==> config.mk <==
export PLATFORM = sky130hd
export DESIGN_NAME = cmf_top
export DESIGN_NICKNAME = d
export VERILOG_FILES = /design/src/hdl/cmf_top.v /design/src/hdl/cmf_channel.v
export VERILOG_INCLUDE_DIRS = /design/src /design/src/hdl
export SDC_FILE = /design/constraint.sdc
export NUM_CORES = 1
export LEC_CHECK = 0
export CAP_MARGIN = 20
export CORE_UTILIZATION = 40
export DETAILED_ROUTE_END_ITERATION = 8
export DONT_BUFFER_PORTS = 1
export GPL_TIMING_DRIVEN = 0
export PLACE_DENSITY_LB_ADDON = 0.12
export SLEW_MARGIN = 20
export SYNTH_ARGS = -nofsm -noshare
export SYNTH_HDL_FRONTEND = slang
export SYNTH_SLANG_ARGS = --single-unit
export TNS_END_PERCENT = 1
==> constraint.sdc <==
create_clock -name sys_clk -period 3.2 [get_ports sys_clk]
set_clock_uncertainty 0.1 [all_clocks]
set_input_delay 0.64 -clock sys_clk [delete_from_list [all_inputs] [get_ports sys_clk]]
set_output_delay 0.64 -clock sys_clk [all_outputs]
set_load 0.03 [all_outputs]
==> src/hdl/cmf_regs.vh <==
// Constants for the comparator output majority filter
`ifndef CMF_REGS_VH
`define CMF_REGS_VH
// Number of comparator channels
`define CMF_NUM_CH        2
// Filter length encodings
`define CMF_FILTER_LENGTH_NONE     2'h0
`define CMF_FILTER_LENGTH_MAJ3     2'h1
`define CMF_FILTER_LENGTH_MAJ5     2'h2
// Sample counts per filter length
`define CMF_SAMPLES_NONE  3'h1
`define CMF_SAMPLES_MAJ3  3'h3
`define CMF_SAMPLES_MAJ5  3'h5
// Field widths
`define CMF_HYSTERESIS_LEVEL_W        2
`define CMF_SPEED_W       2
// Reset values
`define CMF_HIST_RST      5'h00
`define CMF_OUT_RST       1'h0
// Synchroniser and front end control reset values
`define CMF_SMP_RST       1'h0
`define CMF_SYNC_RST      2'h0
`define CMF_HYSTERESIS_LEVEL_EN_RST   2'h0
`define CMF_HYSTERESIS_LEVEL_LVL_RST  4'h0
`define CMF_BIAS_RST      4'h0
// Hysteresis level forwarded while hysteresis_on is clear
`define CMF_HYSTERESIS_LEVEL_LVL_OFF  2'h0
`endif

==> src/hdl/cmf_top.v <==
// Comparator output majority filter with per-channel analog controls
`timescale 1ns/1ps
`include "cmf_regs.vh"
module cmf_top
(
   // Clock and reset
   sys_clk,
   sys_rst,
   // Comparator sample clock from the clock generator, as a level
   comparator_sample_clock,
   // Raw comparator outputs, asynchronous
   comp_raw,
   // Per-channel comparator_channel_control fields
   filter_length,
   single_shot,
   start,
   hysteresis_on,
   hysteresis_level,
   speed,
   // Results
   filt_out,
   filt_valid,
   comp_done,
   // Analog front end controls
   afe_hysteresis_level_en,
   afe_hysteresis_level_level,
   afe_bias_sel
);
   // Clock and reset
   input  wire       sys_clk;
   input  wire       sys_rst;
   // Asynchronous inputs, synchronised below
   input  wire       comparator_sample_clock;
   input  wire [1:0] comp_raw;
   // Per-channel configuration, channel 0 in the low bits
   input  wire [3:0] filter_length;
   input  wire [1:0] single_shot;
   input  wire [1:0] start;
   input  wire [1:0] hysteresis_on;
   input  wire [3:0] hysteresis_level;
   input  wire [3:0] speed;
   // Filtered results
   output wire [1:0] filt_out;
   output wire [1:0] filt_valid;
   output wire [1:0] comp_done;
   // Analog front end controls
   output wire [1:0] afe_hysteresis_level_en;
   output wire [3:0] afe_hysteresis_level_level;
   output wire [3:0] afe_bias_sel;

   ////////////////////////////////////////////////////////////////////
   // Declarations

   // Sample clock synchroniser; the level comes from another domain
   reg        smp_s1_reg;      // First stage, may go metastable
   reg        smp_s2_reg;      // Second stage
   reg        smp_s3_reg;      // Third stage, checked against second
   reg        smp_lvl_reg;     // Settled sample clock level
   reg        smp_lvl_next;    // Next settled level
   reg        smp_prev_reg;    // Settled level one cycle earlier
   wire       sample_tick;     // One cycle per sample clock period

   // Raw comparator synchroniser, one bit per channel
   reg  [1:0] raw_s1_reg;      // First stage, may go metastable
   reg  [1:0] raw_s2_reg;      // Second stage
   reg  [1:0] raw_s3_reg;      // Third stage, checked against second
   reg  [1:0] raw_lvl_reg;     // Settled comparator levels
   reg  [1:0] raw_lvl_next;    // Next settled levels

   // Front end controls, registered so the analog side sees no glitch
   reg  [1:0] hysteresis_level_en_reg;     // Hysteresis enable per channel
   reg  [1:0] hysteresis_level_en_next;    // Next hysteresis enable
   reg  [3:0] hysteresis_level_level_reg;  // Hysteresis level, two bits a channel
   reg  [3:0] hysteresis_level_level_next; // Next hysteresis level
   reg  [3:0] bias_sel_reg;    // Bias select, two bits a channel

   ////////////////////////////////////////////////////////////////////
   // Helper functions

   // Settled level of a three-stage synchroniser. A change counts only
   // once the second and third stages agree, so a value caught while
   // the first stage was resolving cannot leak through as a glitch.
   function agree_level;
      input prev;   // Level settled so far
      input s2;     // Second stage
      input s3;     // Third stage
      begin
         if (s2 == s3)
            agree_level = s3;   // Both agree: take the new level
         else
            agree_level = prev; // Still moving: keep the old one
      end
   endfunction

   // Hysteresis is allowed only in continuous mode
   function hysteresis_level_allowed;
      input on;     // Channel hysteresis_on bit
      input single; // Channel single-shot select
      begin
         hysteresis_level_allowed = on & ~single;
      end
   endfunction

   // Level forwarded to the comparator; zero only while hysteresis_on is clear, single shot or not
   function [`CMF_HYSTERESIS_LEVEL_W-1:0] hysteresis_level_level_for;
      input                   on;    // Channel hysteresis_on bit
      input [`CMF_HYSTERESIS_LEVEL_W-1:0] level; // Programmed hysteresis_level
      begin
         if (on)
            hysteresis_level_level_for = level;
         else
            hysteresis_level_level_for = `CMF_HYSTERESIS_LEVEL_LVL_OFF; // Nothing to forward
      end
   endfunction

   ////////////////////////////////////////////////////////////////////
   // Sample clock synchroniser and tick

   // Each phase of the sample clock must last two system cycles or
   // more; a shorter phase never settles and that sample is lost
   always @*
   begin
      smp_lvl_next = agree_level(smp_lvl_reg, smp_s2_reg, smp_s3_reg);
   end

   // Three flip-flops on the asynchronous sample clock level
   always @(posedge sys_clk or posedge sys_rst)
   begin
      if (sys_rst)
      begin
         smp_s1_reg   <= `CMF_SMP_RST;
         smp_s2_reg   <= `CMF_SMP_RST;
         smp_s3_reg   <= `CMF_SMP_RST;
         smp_lvl_reg  <= `CMF_SMP_RST;
         smp_prev_reg <= `CMF_SMP_RST;
      end
      else
      begin
         smp_s1_reg   <= comparator_sample_clock;
         smp_s2_reg   <= smp_s1_reg;
         smp_s3_reg   <= smp_s2_reg;
         smp_lvl_reg  <= smp_lvl_next;
         smp_prev_reg <= smp_lvl_reg;
      end
   end

   // One filter sample per rising edge of the settled sample clock.
   // A clock that idles high gives one tick after reset; the channels
   // ignore it because no comparison has been started yet.
   assign sample_tick = smp_lvl_reg & ~smp_prev_reg;

   ////////////////////////////////////////////////////////////////////
   // Raw comparator synchroniser

   // Settled comparator levels, one bit per channel
   always @*
   begin
      raw_lvl_next[0] = agree_level(raw_lvl_reg[0], raw_s2_reg[0],
                                    raw_s3_reg[0]);
      raw_lvl_next[1] = agree_level(raw_lvl_reg[1], raw_s2_reg[1],
                                    raw_s3_reg[1]);
   end

   // Three flip-flops on each asynchronous comparator output
   always @(posedge sys_clk or posedge sys_rst)
   begin
      if (sys_rst)
      begin
         raw_s1_reg  <= `CMF_SYNC_RST;
         raw_s2_reg  <= `CMF_SYNC_RST;
         raw_s3_reg  <= `CMF_SYNC_RST;
         raw_lvl_reg <= `CMF_SYNC_RST;
      end
      else
      begin
         raw_s1_reg  <= comp_raw;
         raw_s2_reg  <= raw_s1_reg;
         raw_s3_reg  <= raw_s2_reg;
         raw_lvl_reg <= raw_lvl_next;
      end
   end

   ////////////////////////////////////////////////////////////////////
   // Front end controls

   // Hysteresis enable and level per channel
   always @*
   begin
      hysteresis_level_en_next[0]      = hysteresis_level_allowed(hysteresis_on[0],
                                          single_shot[0]);
      hysteresis_level_en_next[1]      = hysteresis_level_allowed(hysteresis_on[1],
                                          single_shot[1]);
      hysteresis_level_level_next[1:0] = hysteresis_level_level_for(hysteresis_on[0],
                                            hysteresis_level[1:0]);
      hysteresis_level_level_next[3:2] = hysteresis_level_level_for(hysteresis_on[1],
                                            hysteresis_level[3:2]);
   end

   // Registered controls; one cycle of latency is harmless next to
   // the settling time of the analog bias and hysteresis circuits
   always @(posedge sys_clk or posedge sys_rst)
   begin
      if (sys_rst)
      begin
         hysteresis_level_en_reg    <= `CMF_HYSTERESIS_LEVEL_EN_RST;
         hysteresis_level_level_reg <= `CMF_HYSTERESIS_LEVEL_LVL_RST;
         bias_sel_reg   <= `CMF_BIAS_RST;
      end
      else
      begin
         hysteresis_level_en_reg    <= hysteresis_level_en_next;
         hysteresis_level_level_reg <= hysteresis_level_level_next;
         bias_sel_reg   <= speed;
      end
   end

   // Drive the analog front end
   assign afe_hysteresis_level_en    = hysteresis_level_en_reg;
   assign afe_hysteresis_level_level = hysteresis_level_level_reg;
   assign afe_bias_sel   = bias_sel_reg;

   ////////////////////////////////////////////////////////////////////
   // Filter channels

   // Channel 0 uses the low bits of each shared field
   cmf_channel u_ch0
   (
      .sys_clk       (sys_clk),
      .sys_rst       (sys_rst),
      .sample_tick   (sample_tick),
      .raw_sync      (raw_lvl_reg[0]),
      .filter_length (filter_length[1:0]),
      .single_shot   (single_shot[0]),
      .start         (start[0]),
      .filt_out_reg  (filt_out[0]),
      .valid_reg     (filt_valid[0]),
      .done_reg      (comp_done[0])
   );

   // Channel 1 uses the high bits of each shared field
   cmf_channel u_ch1
   (
      .sys_clk       (sys_clk),
      .sys_rst       (sys_rst),
      .sample_tick   (sample_tick),
      .raw_sync      (raw_lvl_reg[1]),
      .filter_length (filter_length[3:2]),
      .single_shot   (single_shot[1]),
      .start         (start[1]),
      .filt_out_reg  (filt_out[1]),
      .valid_reg     (filt_valid[1]),
      .done_reg      (comp_done[1])
   );

endmodule

==> src/hdl/cmf_channel.v <==
// One comparator channel: sampling, majority vote, validation timing
`timescale 1ns/1ps
`include "cmf_regs.vh"
module cmf_channel
(
   // Clock and reset
   input  wire       sys_clk,
   input  wire       sys_rst,
   // Sample strobe, one cycle per comparator_sample_clock period
   input  wire       sample_tick,
   // Raw comparator level, already synchronised
   input  wire       raw_sync,
   // Configuration
   input  wire [1:0] filter_length,
   input  wire       single_shot,
   input  wire       start,
   // Results
   output reg        filt_out_reg,
   output reg        valid_reg,
   output reg        done_reg
);

   reg  [4:0] hist_reg;   // Most recent samples, bit 0 newest
   reg  [2:0] cnt_reg;    // Samples taken since start
   reg        run_reg;    // Comparison in progress
   wire [4:0] hist_next;
   wire [2:0] need;
   wire [2:0] cnt_next;
   wire       vote;

   // Number of set bits in the low n samples
   function [2:0] ones;
      input [4:0] h;
      input [2:0] n;
      integer i;
      begin
         ones = 3'h0;
         for (i = 0; i < 5; i = i + 1)
            if (i < n)
               ones = ones + {2'h0, h[i]};
      end
   endfunction

   // Samples needed before the output is valid
   function [2:0] samples_for;
      input [1:0] fl;
      begin
         case (fl)
            `CMF_FILTER_LENGTH_MAJ3: samples_for = `CMF_SAMPLES_MAJ3;
            `CMF_FILTER_LENGTH_MAJ5: samples_for = `CMF_SAMPLES_MAJ5;
            default:        samples_for = `CMF_SAMPLES_NONE;
         endcase
      end
   endfunction

   assign need      = samples_for(filter_length);
   assign hist_next = {hist_reg[3:0], raw_sync};
   // Saturate at the current need, so a length changed mid-run still
   // validates instead of leaving the count stuck above it
   assign cnt_next  = (cnt_reg < need) ? cnt_reg + 3'h1 : need;
   // Majority: at least N/2+1 of the last N agree on high
   assign vote = (ones(hist_next, need) >= ((need >> 1) + 3'h1));

   ////////////////////////////////////////////////////////////////////
   // Sample history, counting and result
   always @(posedge sys_clk or posedge sys_rst)
   begin
      if (sys_rst)
      begin
         hist_reg     <= `CMF_HIST_RST;
         cnt_reg      <= 3'h0;
         run_reg      <= 1'b0;
         filt_out_reg <= `CMF_OUT_RST;
         valid_reg    <= 1'b0;
         done_reg     <= 1'b0;
      end
      else
      begin
         done_reg <= 1'b0;
         if (start)
         begin
            // Old samples must not leak into a new comparison
            hist_reg  <= `CMF_HIST_RST;
            cnt_reg   <= 3'h0;
            run_reg   <= 1'b1;
            valid_reg <= 1'b0;
         end
         else if (run_reg && sample_tick)
         begin
            hist_reg <= hist_next;
            cnt_reg  <= cnt_next;
            // Validate only once N samples are in: N-1 extra sample periods
            if (cnt_next == need)
            begin
               filt_out_reg <= vote;
               valid_reg    <= 1'b1;
               if (single_shot)
               begin
                  // Single shot ends after the Nth sample
                  run_reg  <= 1'b0;
                  done_reg <= 1'b1;
               end
            end
         end
      end
   end

endmodule

==> results of run 1 <==
[layout by cell type, fill, tap and decap left out, types with 8 or more instances in the layout]
cell type,n
dfrtp_1,45
a22o_1,8
buf_4,14
a21oi_1,9
a21o_1,11
ha_1,23
inv_1,12
[per-stage QoR]
step / hold slack (ns) / instance area (sq um)
global route: 0.0965 / 2780
global placement: 0.233 / 2520
detailed placement: 0.243 / 2540
CTS: 0.0874 / 2710
finish: 0.0827 / 2780
floorplan: 0.231 / 2430
[kinds of logic after synthesis]
kind of cell	synth area share, %
compound gates	12.5
xor+xnor	4.23
fa+ha+maj	17.1
buf+inv	4.60
flops	47.6
mux	4.34
simple gates	9.52
[synthesized netlist by cell type]
cell type and instances:
xor3_1 2, xor2_1 2, a21oi_1 10, nand2_1 6, a2111oi_0 2, nand4bb_2 1, o21ai_0 10, a22o_1 8
nand4bb_1 1, nor2_1 4, nor2b_1 7, ha_1 30, dfrtp_1 45, and2_1 7, a21oi_2 2, nand2b_1 4
a21o_1 11, xnor2_1 4, mux2i_1 8, inv_1 17, or3_1 2, and2b_1 2, a21o_2 1, mux2_2 2
and3_1 2, maj3_1 3, buf_4 6, and2_2 1
[final timing paths]
check / start / endpoint / slack (ns) / cells past startpoint
max: raw_lvl_reg[1] / u_ch1.filt_out_reg / 0.005 / 15
min: sys_rst / u_ch1.hist_reg[0] / 0.08 / 1
max reg2reg: raw_lvl_reg[1] / u_ch1.filt_out_reg / 0.005 / 15
min reg2reg: raw_s1_reg[0] / raw_s2_reg[0] / 0.27 / 0
max in group asynchronous: sys_rst / afe_hysteresis_level_level[1] / 2.44 / 2
min in group sys_clk: speed[0] / afe_bias_sel[0] / 0.26 / 0
[metal layers]
metal,global-route usage (%),vias up,share of wire [%]
li1,-,724,-
met1,17.7,771,45
met2,24.8,40,48
met3,4.14,7,5.5
met4,3.27,0,0.98
met5,0,-,0
[critical path: stages, from the launching register on]
cell,delay [ns]
dfrtp_1,0.43
ha_4,0.28
inv_2,0.03
o21ai_2,0.11
ha_1,0.26
inv_2,0.06
o21ai_2,0.05
ha_1,0.28
mux2_4,0.28
ha_4,0.16
ha_4,0.20
a21o_1,0.18
ha_1,0.29
a21o_1,0.19
a21oi_2,0.11
mux2i_1,0.07
[power breakdown]
group | internal [uW] | total [uW] | switching (uW)
clock network | 239 | 447 | 208
logic | 141 | 298 | 157
registers | 612 | 657 | 44.3
total | 993 | 1400 | 409
[cell type report]
class	instances	share of cell area, %
multi-input cells	132	45.1
clock inverters	3	1.80
plain buffers	6	1.62
clock buffers	5	2.48
repair buffers	9	2.88
inverters	17	2.30
flip-flops and latches	45	40.6
well taps	72	3.24
[repair_timing]
item                                    CTS  global route
hold buffers                              0             0
hold endpoints to repair                  0             0
resized for setup                         1             9
gates cloned                              0             0
endpoints found under the setup margin    2             2
setup buffers                             6             2
pin swaps                                 8             8
==> impl_metrics.env, run 1 <==
export IMPL_min_path_type="input port to asynchronous set/reset pin"
export IMPL_hold_viol_final=0
export IMPL_synth_cells=200
export IMPL_rows=27
export IMPL_cts_root_buf="clkbuf_8"
export IMPL_fillerInstances=534
export IMPL_cts_buffers=5
export IMPL_first_global_vias=1549
export IMPL_yosysTopAreaCell="dfrtp_1"
export IMPL_power_density_nw_per_um2=505
export IMPL_antenna_found_initial=0
export IMPL_grt_pass1_wl_microns=6930
export IMPL_clock_latency_ns=0.30
export IMPL_maxCapViolCount=0
export IMPL_drtIter0Drc=37
export IMPL_die_area_sq_um=6220
export IMPL_drive_above_1_share_pct=23.0
export IMPL_grt_ovfl_total=0
export IMPL_place_inst=273
export IMPL_synth_cell_types=28
export IMPL_synth_seq_area_share_pct=47.6
export IMPL_p_leak_uw=0.00143
export IMPL_cts_sinks=45
export IMPL_routed_wirelength_microns=4280
export IMPL_drtPass1Iterations=4
export IMPL_finalMaxSlewViolations=0
export IMPL_arrival_ns=3.28
export IMPL_layout_cells_non_filler=289
export IMPL_multiInputGateArea_sq_um=1250
export IMPL_h_tree_depth=2
export IMPL_antennaDiodeCount=0
export IMPL_avgViaCountPerCell=5.34
export IMPL_hpwl_microns=3140
export IMPL_die_h_microns=78.9
export IMPL_ios=39
export IMPL_required_ns=3.28
export IMPL_place_ws_ns=-0.300
export IMPL_cts_clk_slew_worst_paths_ns=0.09
export IMPL_ant_nets=0
export IMPL_syn_nets=253
export IMPL_core_sq_um=5610
export IMPL_yosysWarnings=0
export IMPL_critPathKind="flop to flop"
export IMPL_slew_limit_headroom_pct=57.7
export IMPL_tritoncts="done"
export IMPL_worstMarginPinSlew_ns=0.634
export IMPL_cp_start_kind="flop"
export IMPL_netlist_top_cells_area="dfrtp_1, ha_1, a21o_1, mux2i_1, a22o_1"
export IMPL_track_usage_pct=14.3
export IMPL_gp_congestion=0.753
export IMPL_worst_setup_path_end_kind="flop"
export IMPL_drc=0
export IMPL_timing_final_crit_share_pct=99.9
export IMPL_total_power_uw=1400
export IMPL_grt_start_max_net_pins=32
export IMPL_timing_fmax_mhz=313
export IMPL_vias=1542
export IMPL_rsz0062_at_grt="true"
export IMPL_start_util_pct=42.2
export IMPL_routedWlPerCell_microns=14.8
export IMPL_synth_area_sq_um=2360
export IMPL_setup_viol=0
export IMPL_setup_slack_ns=0.00470
export IMPL_period_minus_slack_ns=3.20
export IMPL_fin_tns_setup_ns=0
export IMPL_final_core_util_pct=49.5
export IMPL_status="complete, no violations"
export IMPL_synth_avg_cell_area_sq_um=11.8
export IMPL_synth_top_cell_area_share_pct=47.6
export IMPL_final_nets=269
export IMPL_die_w_microns=78.9
export IMPL_ys_ff_latch=45
export IMPL_clock_path_buffers=2
export IMPL_ir_worst_vdd_v=0.000417
export IMPL_io_buffers=0
export IMPL_syn2layout_area_growth_pct=17.4
export IMPL_cp_max_fo=2
export IMPL_seq_area_sq_um=1130
Power figures use the tool's default switching activity.
==> inputs of run 2 (changes only) <==
Settings changed: SYNTH_HIERARCHICAL set to 1.
==> run 2 against run 1 <==
Synthesized area decreased by 1.7%; clock-buffer cell count increased by 1; via count decreased by 6.3%; first-iteration DRC count decreased by 11%; synthesized cell count decreased by 2.0%; sequential cell count unchanged; largest power group unchanged.
==> impl_metrics.env, run 2 <==
export IMPL_status="complete, no violations"
export IMPL_cts_sinks=45
export IMPL_arrival_ns=3.26
export IMPL_cp_max_fo=2
export IMPL_synth_commonest_cells="dfrtp_1, ha_1, inv_1"
export IMPL_avgViaCountPerCell=5.12
export IMPL_fin_tns_setup_ns=0
export IMPL_h_tree_depth=2
export IMPL_ys_flop_type="dfrtp_1"
export IMPL_grt_ovfl_total=0
export IMPL_die_w_microns=78.2
export IMPL_hpwl_microns=3100
export IMPL_synth_top_cell_area_share_pct=48.5
export IMPL_clock_path_buffers=2
export IMPL_synth_cells=196
export IMPL_synth_area_sq_um=2320
export IMPL_hold_viol_final=0
export IMPL_critPathBufInv=2
export IMPL_drive_above_1_share_pct=21.9
export IMPL_cts_buffers=5
export IMPL_antennaDiodeCount=0
export IMPL_multiInputGateArea_sq_um=1250
export IMPL_timing_final_crit_share_pct=99.7
export IMPL_worstMarginPinSlew_ns=0.786
export IMPL_required_ns=3.27
export IMPL_critPathKind="flop to flop"
export IMPL_synth_edff_count=0
export IMPL_first_global_vias=1520
export IMPL_final_common_cell="dfrtp_1"
export IMPL_ios=39
export IMPL_yosysWarnings=6
export IMPL_gp_congestion=0.787
export IMPL_power_density_nw_per_um2=485
export IMPL_maxCapViolCount=0
export IMPL_synth_seq_area_share_pct=48.5
export IMPL_setup_viol=0
export IMPL_path_delay_family="adder cells"
export IMPL_syn2layout_area_growth_pct=15.3
export IMPL_io_buffers=0
export IMPL_crit_slowest_cell="dfrtp_1"
export IMPL_fillerInstances=506
export IMPL_grt_start_max_net_pins=24
export IMPL_netlist_top_cells_area="dfrtp_1, ha_1, mux2i_1, a21o_1, inv_1"
export IMPL_layout_cells_non_filler=282
export IMPL_slew_limit_headroom_pct=47.5
export IMPL_track_usage_pct=14.9
export IMPL_grt_pass1_wl_microns=7040
export IMPL_antenna_found_initial=0
export IMPL_synth_avg_cell_area_sq_um=11.9
export IMPL_cts_clk_slew_worst_paths_ns=0.09
export IMPL_timing_fmax_mhz=313
export IMPL_ctsHoldBuffers=0
export IMPL_drtPass1Iterations=4
export IMPL_routed_wirelength_microns=4060
export IMPL_die_h_microns=78.2
export IMPL_seq_area_sq_um=1130
export IMPL_period_minus_slack_ns=3.19
export IMPL_ir_worst_vdd_v=0.000316
export IMPL_p_leak_uw=0.00139
export IMPL_cpPeakStageDelay_ns=0.40
export IMPL_total_power_uw=1300
export IMPL_cp_start_kind="flop"
export IMPL_hold_ws_ns=0.113
export IMPL_clock_latency_ns=0.29
export IMPL_drtIter0Drc=33
export IMPL_final_cell_mix="dfrtp_1, ha_1, inv_1"
export IMPL_yosysMostFrequentCell="dfrtp_1"
export IMPL_final_core_util_pct=48.4
export IMPL_ys_ff_latch=45
export IMPL_rsz0062_at_grt="true"
export IMPL_min_path_type="input port to asynchronous set/reset pin"
export IMPL_worst_setup_path_end_kind="flop"
export IMPL_crit_top_cell="ha_1"
export IMPL_routedWlPerCell_microns=14.4
export IMPL_final_nets=262
export IMPL_synth_cell_types=26
export IMPL_start_util_pct=41.9
export IMPL_synthArstFlopShare_pct=100
export IMPL_ant_nets=0
export IMPL_core_sq_um=5540
export IMPL_crit_chain="ha_1 > inv_1 > o21ai_2 > ha_1 > inv_1 > o21ai_2 > ha_1 > mux2_4 > ha_4 > ha_4 > a21o_1 > ha_1 > a21o_1 > a21oi_2 > mux2i_1"
export IMPL_die_area_sq_um=6120
export IMPL_place_inst=268
export IMPL_syn_nets=249
export IMPL_finalMaxSlewViolations=0
export IMPL_yosysTopAreaCell="dfrtp_1"
export IMPL_cts_root_buf="clkbuf_8"
export IMPL_rows=27
export IMPL_drc=0
export IMPL_tritoncts="done"
export IMPL_vias=1445
-- run 2: kinds of logic after synthesis --
group	synth area share, %
DFF	48.5
AOI/OAI and AO/OA	12.8
and+or+nand+nor	9.32
adders and majority gates	17.6
buffers and inverters	3.07
muxes	4.42
xor gates and xnor gates	4.31
-- run 2: per-layer routing --
metal	share of wire [%]	track usage, %
met3	5.2	5.58
met1	47	18.4
met4	0.67	3.33
met2	47	24.8
met5	0	0
-- run 2: layout make-up --
class	count	area share, %
tap	72	3.36
multi-input combinational	132	46.5
timing repair buffer	6	1.68
inverter	19	2.66
clock buffer	6	3.08
sequential	45	42.0
clock inverter	2	0.654
-- run 2: timing repair --
item	CTS	global route
pin swaps	10	11
hold endpoints to repair	0	0
endpoints found under the setup margin	2	2
resized for setup	2	5
setup buffers	5	1
-- run 2: worst paths after layout --
check | from | endpoint | slack, ns | cells after the start
setup / recovery | raw_lvl_reg[0] | u_ch0/filt_out_reg | 0.009 | 15
hold / removal | sys_rst | u_ch1/hist_reg[3] | 0.11 | 1
setup reg to reg | raw_lvl_reg[0] | u_ch0/filt_out_reg | 0.009 | 15
hold reg to reg | raw_s1_reg[1] | raw_s2_reg[1] | 0.25 | 0
max in group asynchronous | sys_rst | smp_prev_reg | 2.24 | 1
min in group sys_clk | raw_s1_reg[1] | raw_s2_reg[1] | 0.25 | 0
-- run 2: power breakdown --
group	switching, uW	internal [uW]	total [uW]
combinational	119	117	237
sequential	78.3	612	690
clock	195	179	374
total	392	908	1300
-- run 2: metrics by stage --
stage	instance area (sq um)	setup slack (ns)
CTS	2650	-0.0226
global placement	2510	-0.260
detailed placement	2510	-0.344
finish	2680	0.00928
global route	2680	-0.124
floorplan	2420	-0.147
==> inputs of run 3 (changes only) <==
Settings changed: CORE_ASPECT_RATIO set to 1.1, SYNTH_HIERARCHICAL 1 to unset.
==> run 3 against run 2 <==
Routed wire length is 1.5% lower; critical path depth stayed put; first-iteration DRC count increased by 15%; design area up 2.3%; sequential cell count unchanged; setup slack improved by 0.028 ns; hold slack improved by 0.025 ns; power shrank 1.6%; die area up 1.7%; largest power group unchanged; highest routed layer unchanged.
==> impl_metrics.env, run 3 (synthesis gave the netlist of run 1 again) <==
export IMPL_status="complete, no violations"
export IMPL_critPathKind="flop to flop"
export IMPL_power_density_nw_per_um2=467
export IMPL_die_w_microns=75.3
export IMPL_cp_max_fo=2
export IMPL_hpwl_microns=3150
export IMPL_maxCapViolCount=0
export IMPL_cts_buffers=5
export IMPL_min_path_type="input port to asynchronous set/reset pin"
export IMPL_drc=0
export IMPL_worst_setup_path_end_kind="flop"
export IMPL_cts_root_buf="clkbuf_8"
export IMPL_arrival_ns=3.24
export IMPL_rr_worst_depth=15
export IMPL_antenna_found_initial=0
export IMPL_worstMarginPinSlew_ns=0.561
export IMPL_path_delay_family="adder cells"
export IMPL_hold_ws_ns=0.138
export IMPL_required_ns=3.27
export IMPL_layout_cells_non_filler=293
export IMPL_drtIter0Drc=38
export IMPL_dpl_cell_area_sq_um=2560
export IMPL_timing_final_crit_share_pct=98.8
export IMPL_vias=1468
export IMPL_drive_above_1_share_pct=21.8
export IMPL_ios=39
export IMPL_setup_viol=0
export IMPL_p_leak_uw=0.00142
export IMPL_cp_start_kind="flop"
export IMPL_r2r_start="raw_lvl_reg[0]"
export IMPL_die_area_sq_um=6220
export IMPL_multiInputGateArea_sq_um=1240
export IMPL_grt_start_max_net_pins=27
export IMPL_crit_top_cell="ha_1"
export IMPL_antennaDiodeCount=0
export IMPL_grt_pass1_wl_microns=6820
export IMPL_cts_sinks=45
export IMPL_crit_start="raw_lvl_reg[0]"
export IMPL_final_cell_mix="dfrtp_1, ha_1, inv_1, buf_4, a21o_1"
export IMPL_ctsHoldBuffers=0
export IMPL_crit_slowest_cell="dfrtp_1"
export IMPL_drtPass1Iterations=4
export IMPL_fillerInstances=563
export IMPL_clock_latency_ns=0.29
export IMPL_hold_viol_final=0
export IMPL_h_tree_depth=2
export IMPL_cts_clk_slew_worst_paths_ns=0.08
export IMPL_place_inst=278
export IMPL_critPathBufInv=2
export IMPL_final_nets=268
export IMPL_worstSetupPathDepth=15
export IMPL_ir_worst_vdd_v=0.000308
export IMPL_rsz0062_at_grt="true"
export IMPL_cpPeakStageDelay_ns=0.39
export IMPL_start_util_pct=41.2
export IMPL_core_sq_um=5730
export IMPL_track_usage_pct=14.8
export IMPL_final_common_cell="dfrtp_1"
export IMPL_syn2layout_area_growth_pct=15.9
export IMPL_grt_ovfl_total=0
export IMPL_setup_slack_ns=0.0369
export IMPL_rows=29
export IMPL_timing_fmax_mhz=316
export IMPL_slew_limit_headroom_pct=62.6
export IMPL_place_ws_ns=-0.324
export IMPL_io_buffers=0
export IMPL_ant_nets=0
export IMPL_clock_path_buffers=2
export IMPL_gp_congestion=0.714
export IMPL_period_minus_slack_ns=3.16
export IMPL_seq_area_sq_um=1130
export IMPL_die_h_microns=82.6
export IMPL_routed_wirelength_microns=4000
export IMPL_first_global_vias=1513
export IMPL_routedWlPerCell_microns=13.6
export IMPL_avgViaCountPerCell=5.01
export IMPL_fin_area_sq_um=2740
export IMPL_crit_chain="ha_1 > inv_1 > o21ai_1 > ha_1 > inv_2 > o21ai_2 > ha_1 > mux2_4 > ha_4 > mux2i_2 > ha_1 > nand2b_1 > a21o_1 > a21oi_2 > mux2i_1"
export IMPL_total_power_uw=1280
export IMPL_tritoncts="done"
export IMPL_finalMaxSlewViolations=0
run 3: changes by cell type in the layout (fill, tap and decap cells not counted), moves of 3 or more:
cell	delta
maj3_1	+3
buf_4	+7
maj3_2	-3
inv_1	-3
run 3: stage by stage:
stage	setup TNS (ns)	util [%]
floorplan	-0.286	-
global placement	-0.556	44.1
detailed placement	-0.632	44.6
CTS	-0.0104	47.4
global route	-0.215	47.8
finish	0	47.8
run 3: cell type report:
| cell class | count | area share, % |
|---|---|---|
| Timing Repair Buffer | 8 | 2.92 |
| Multi-Input combinational cell | 132 | 45.4 |
| Tap cell | 77 | 3.51 |
| Clock buffer | 5 | 2.51 |
| Clock inverter | 3 | 0.639 |
| Inverter | 17 | 2.33 |
| Sequential cell | 45 | 41.1 |
| Buffer | 6 | 1.64 |
run 3: final timing paths:
kind,end,slack (ns)
worst max-delay path,u_ch0.filt_out_reg,0.04
worst min-delay path,afe_hysteresis_level_en[1],0.14
worst max register to register,u_ch0.filt_out_reg,0.04
worst min register to register,smp_s2_reg,0.25
max in group asynchronous,u_ch0.valid_reg,2.39
min in group sys_clk,smp_s2_reg,0.25
run 3: metal layers:
layer	share of wire [%]	GRT usage, %
met3	4.8	4.25
met2	48	23.7
met5	0	0
met4	1.9	5.93
met1	45	18.9
run 3: repair_timing:
action                     CTS  global route
pin swaps                   10            10
resized for setup            4             4
buffers inserted             6             1
setup endpoints to repair    2             2
cloned                       0             0
run 3: power breakdown:
| part | switching, uW | internal, uW | total [uW] |
|---|---|---|---|
| combinational | 156 | 139 | 295 |
| sequential | 42.5 | 612 | 655 |
| clock | 179 | 150 | 329 |
| total | 377 | 902 | 1280 |
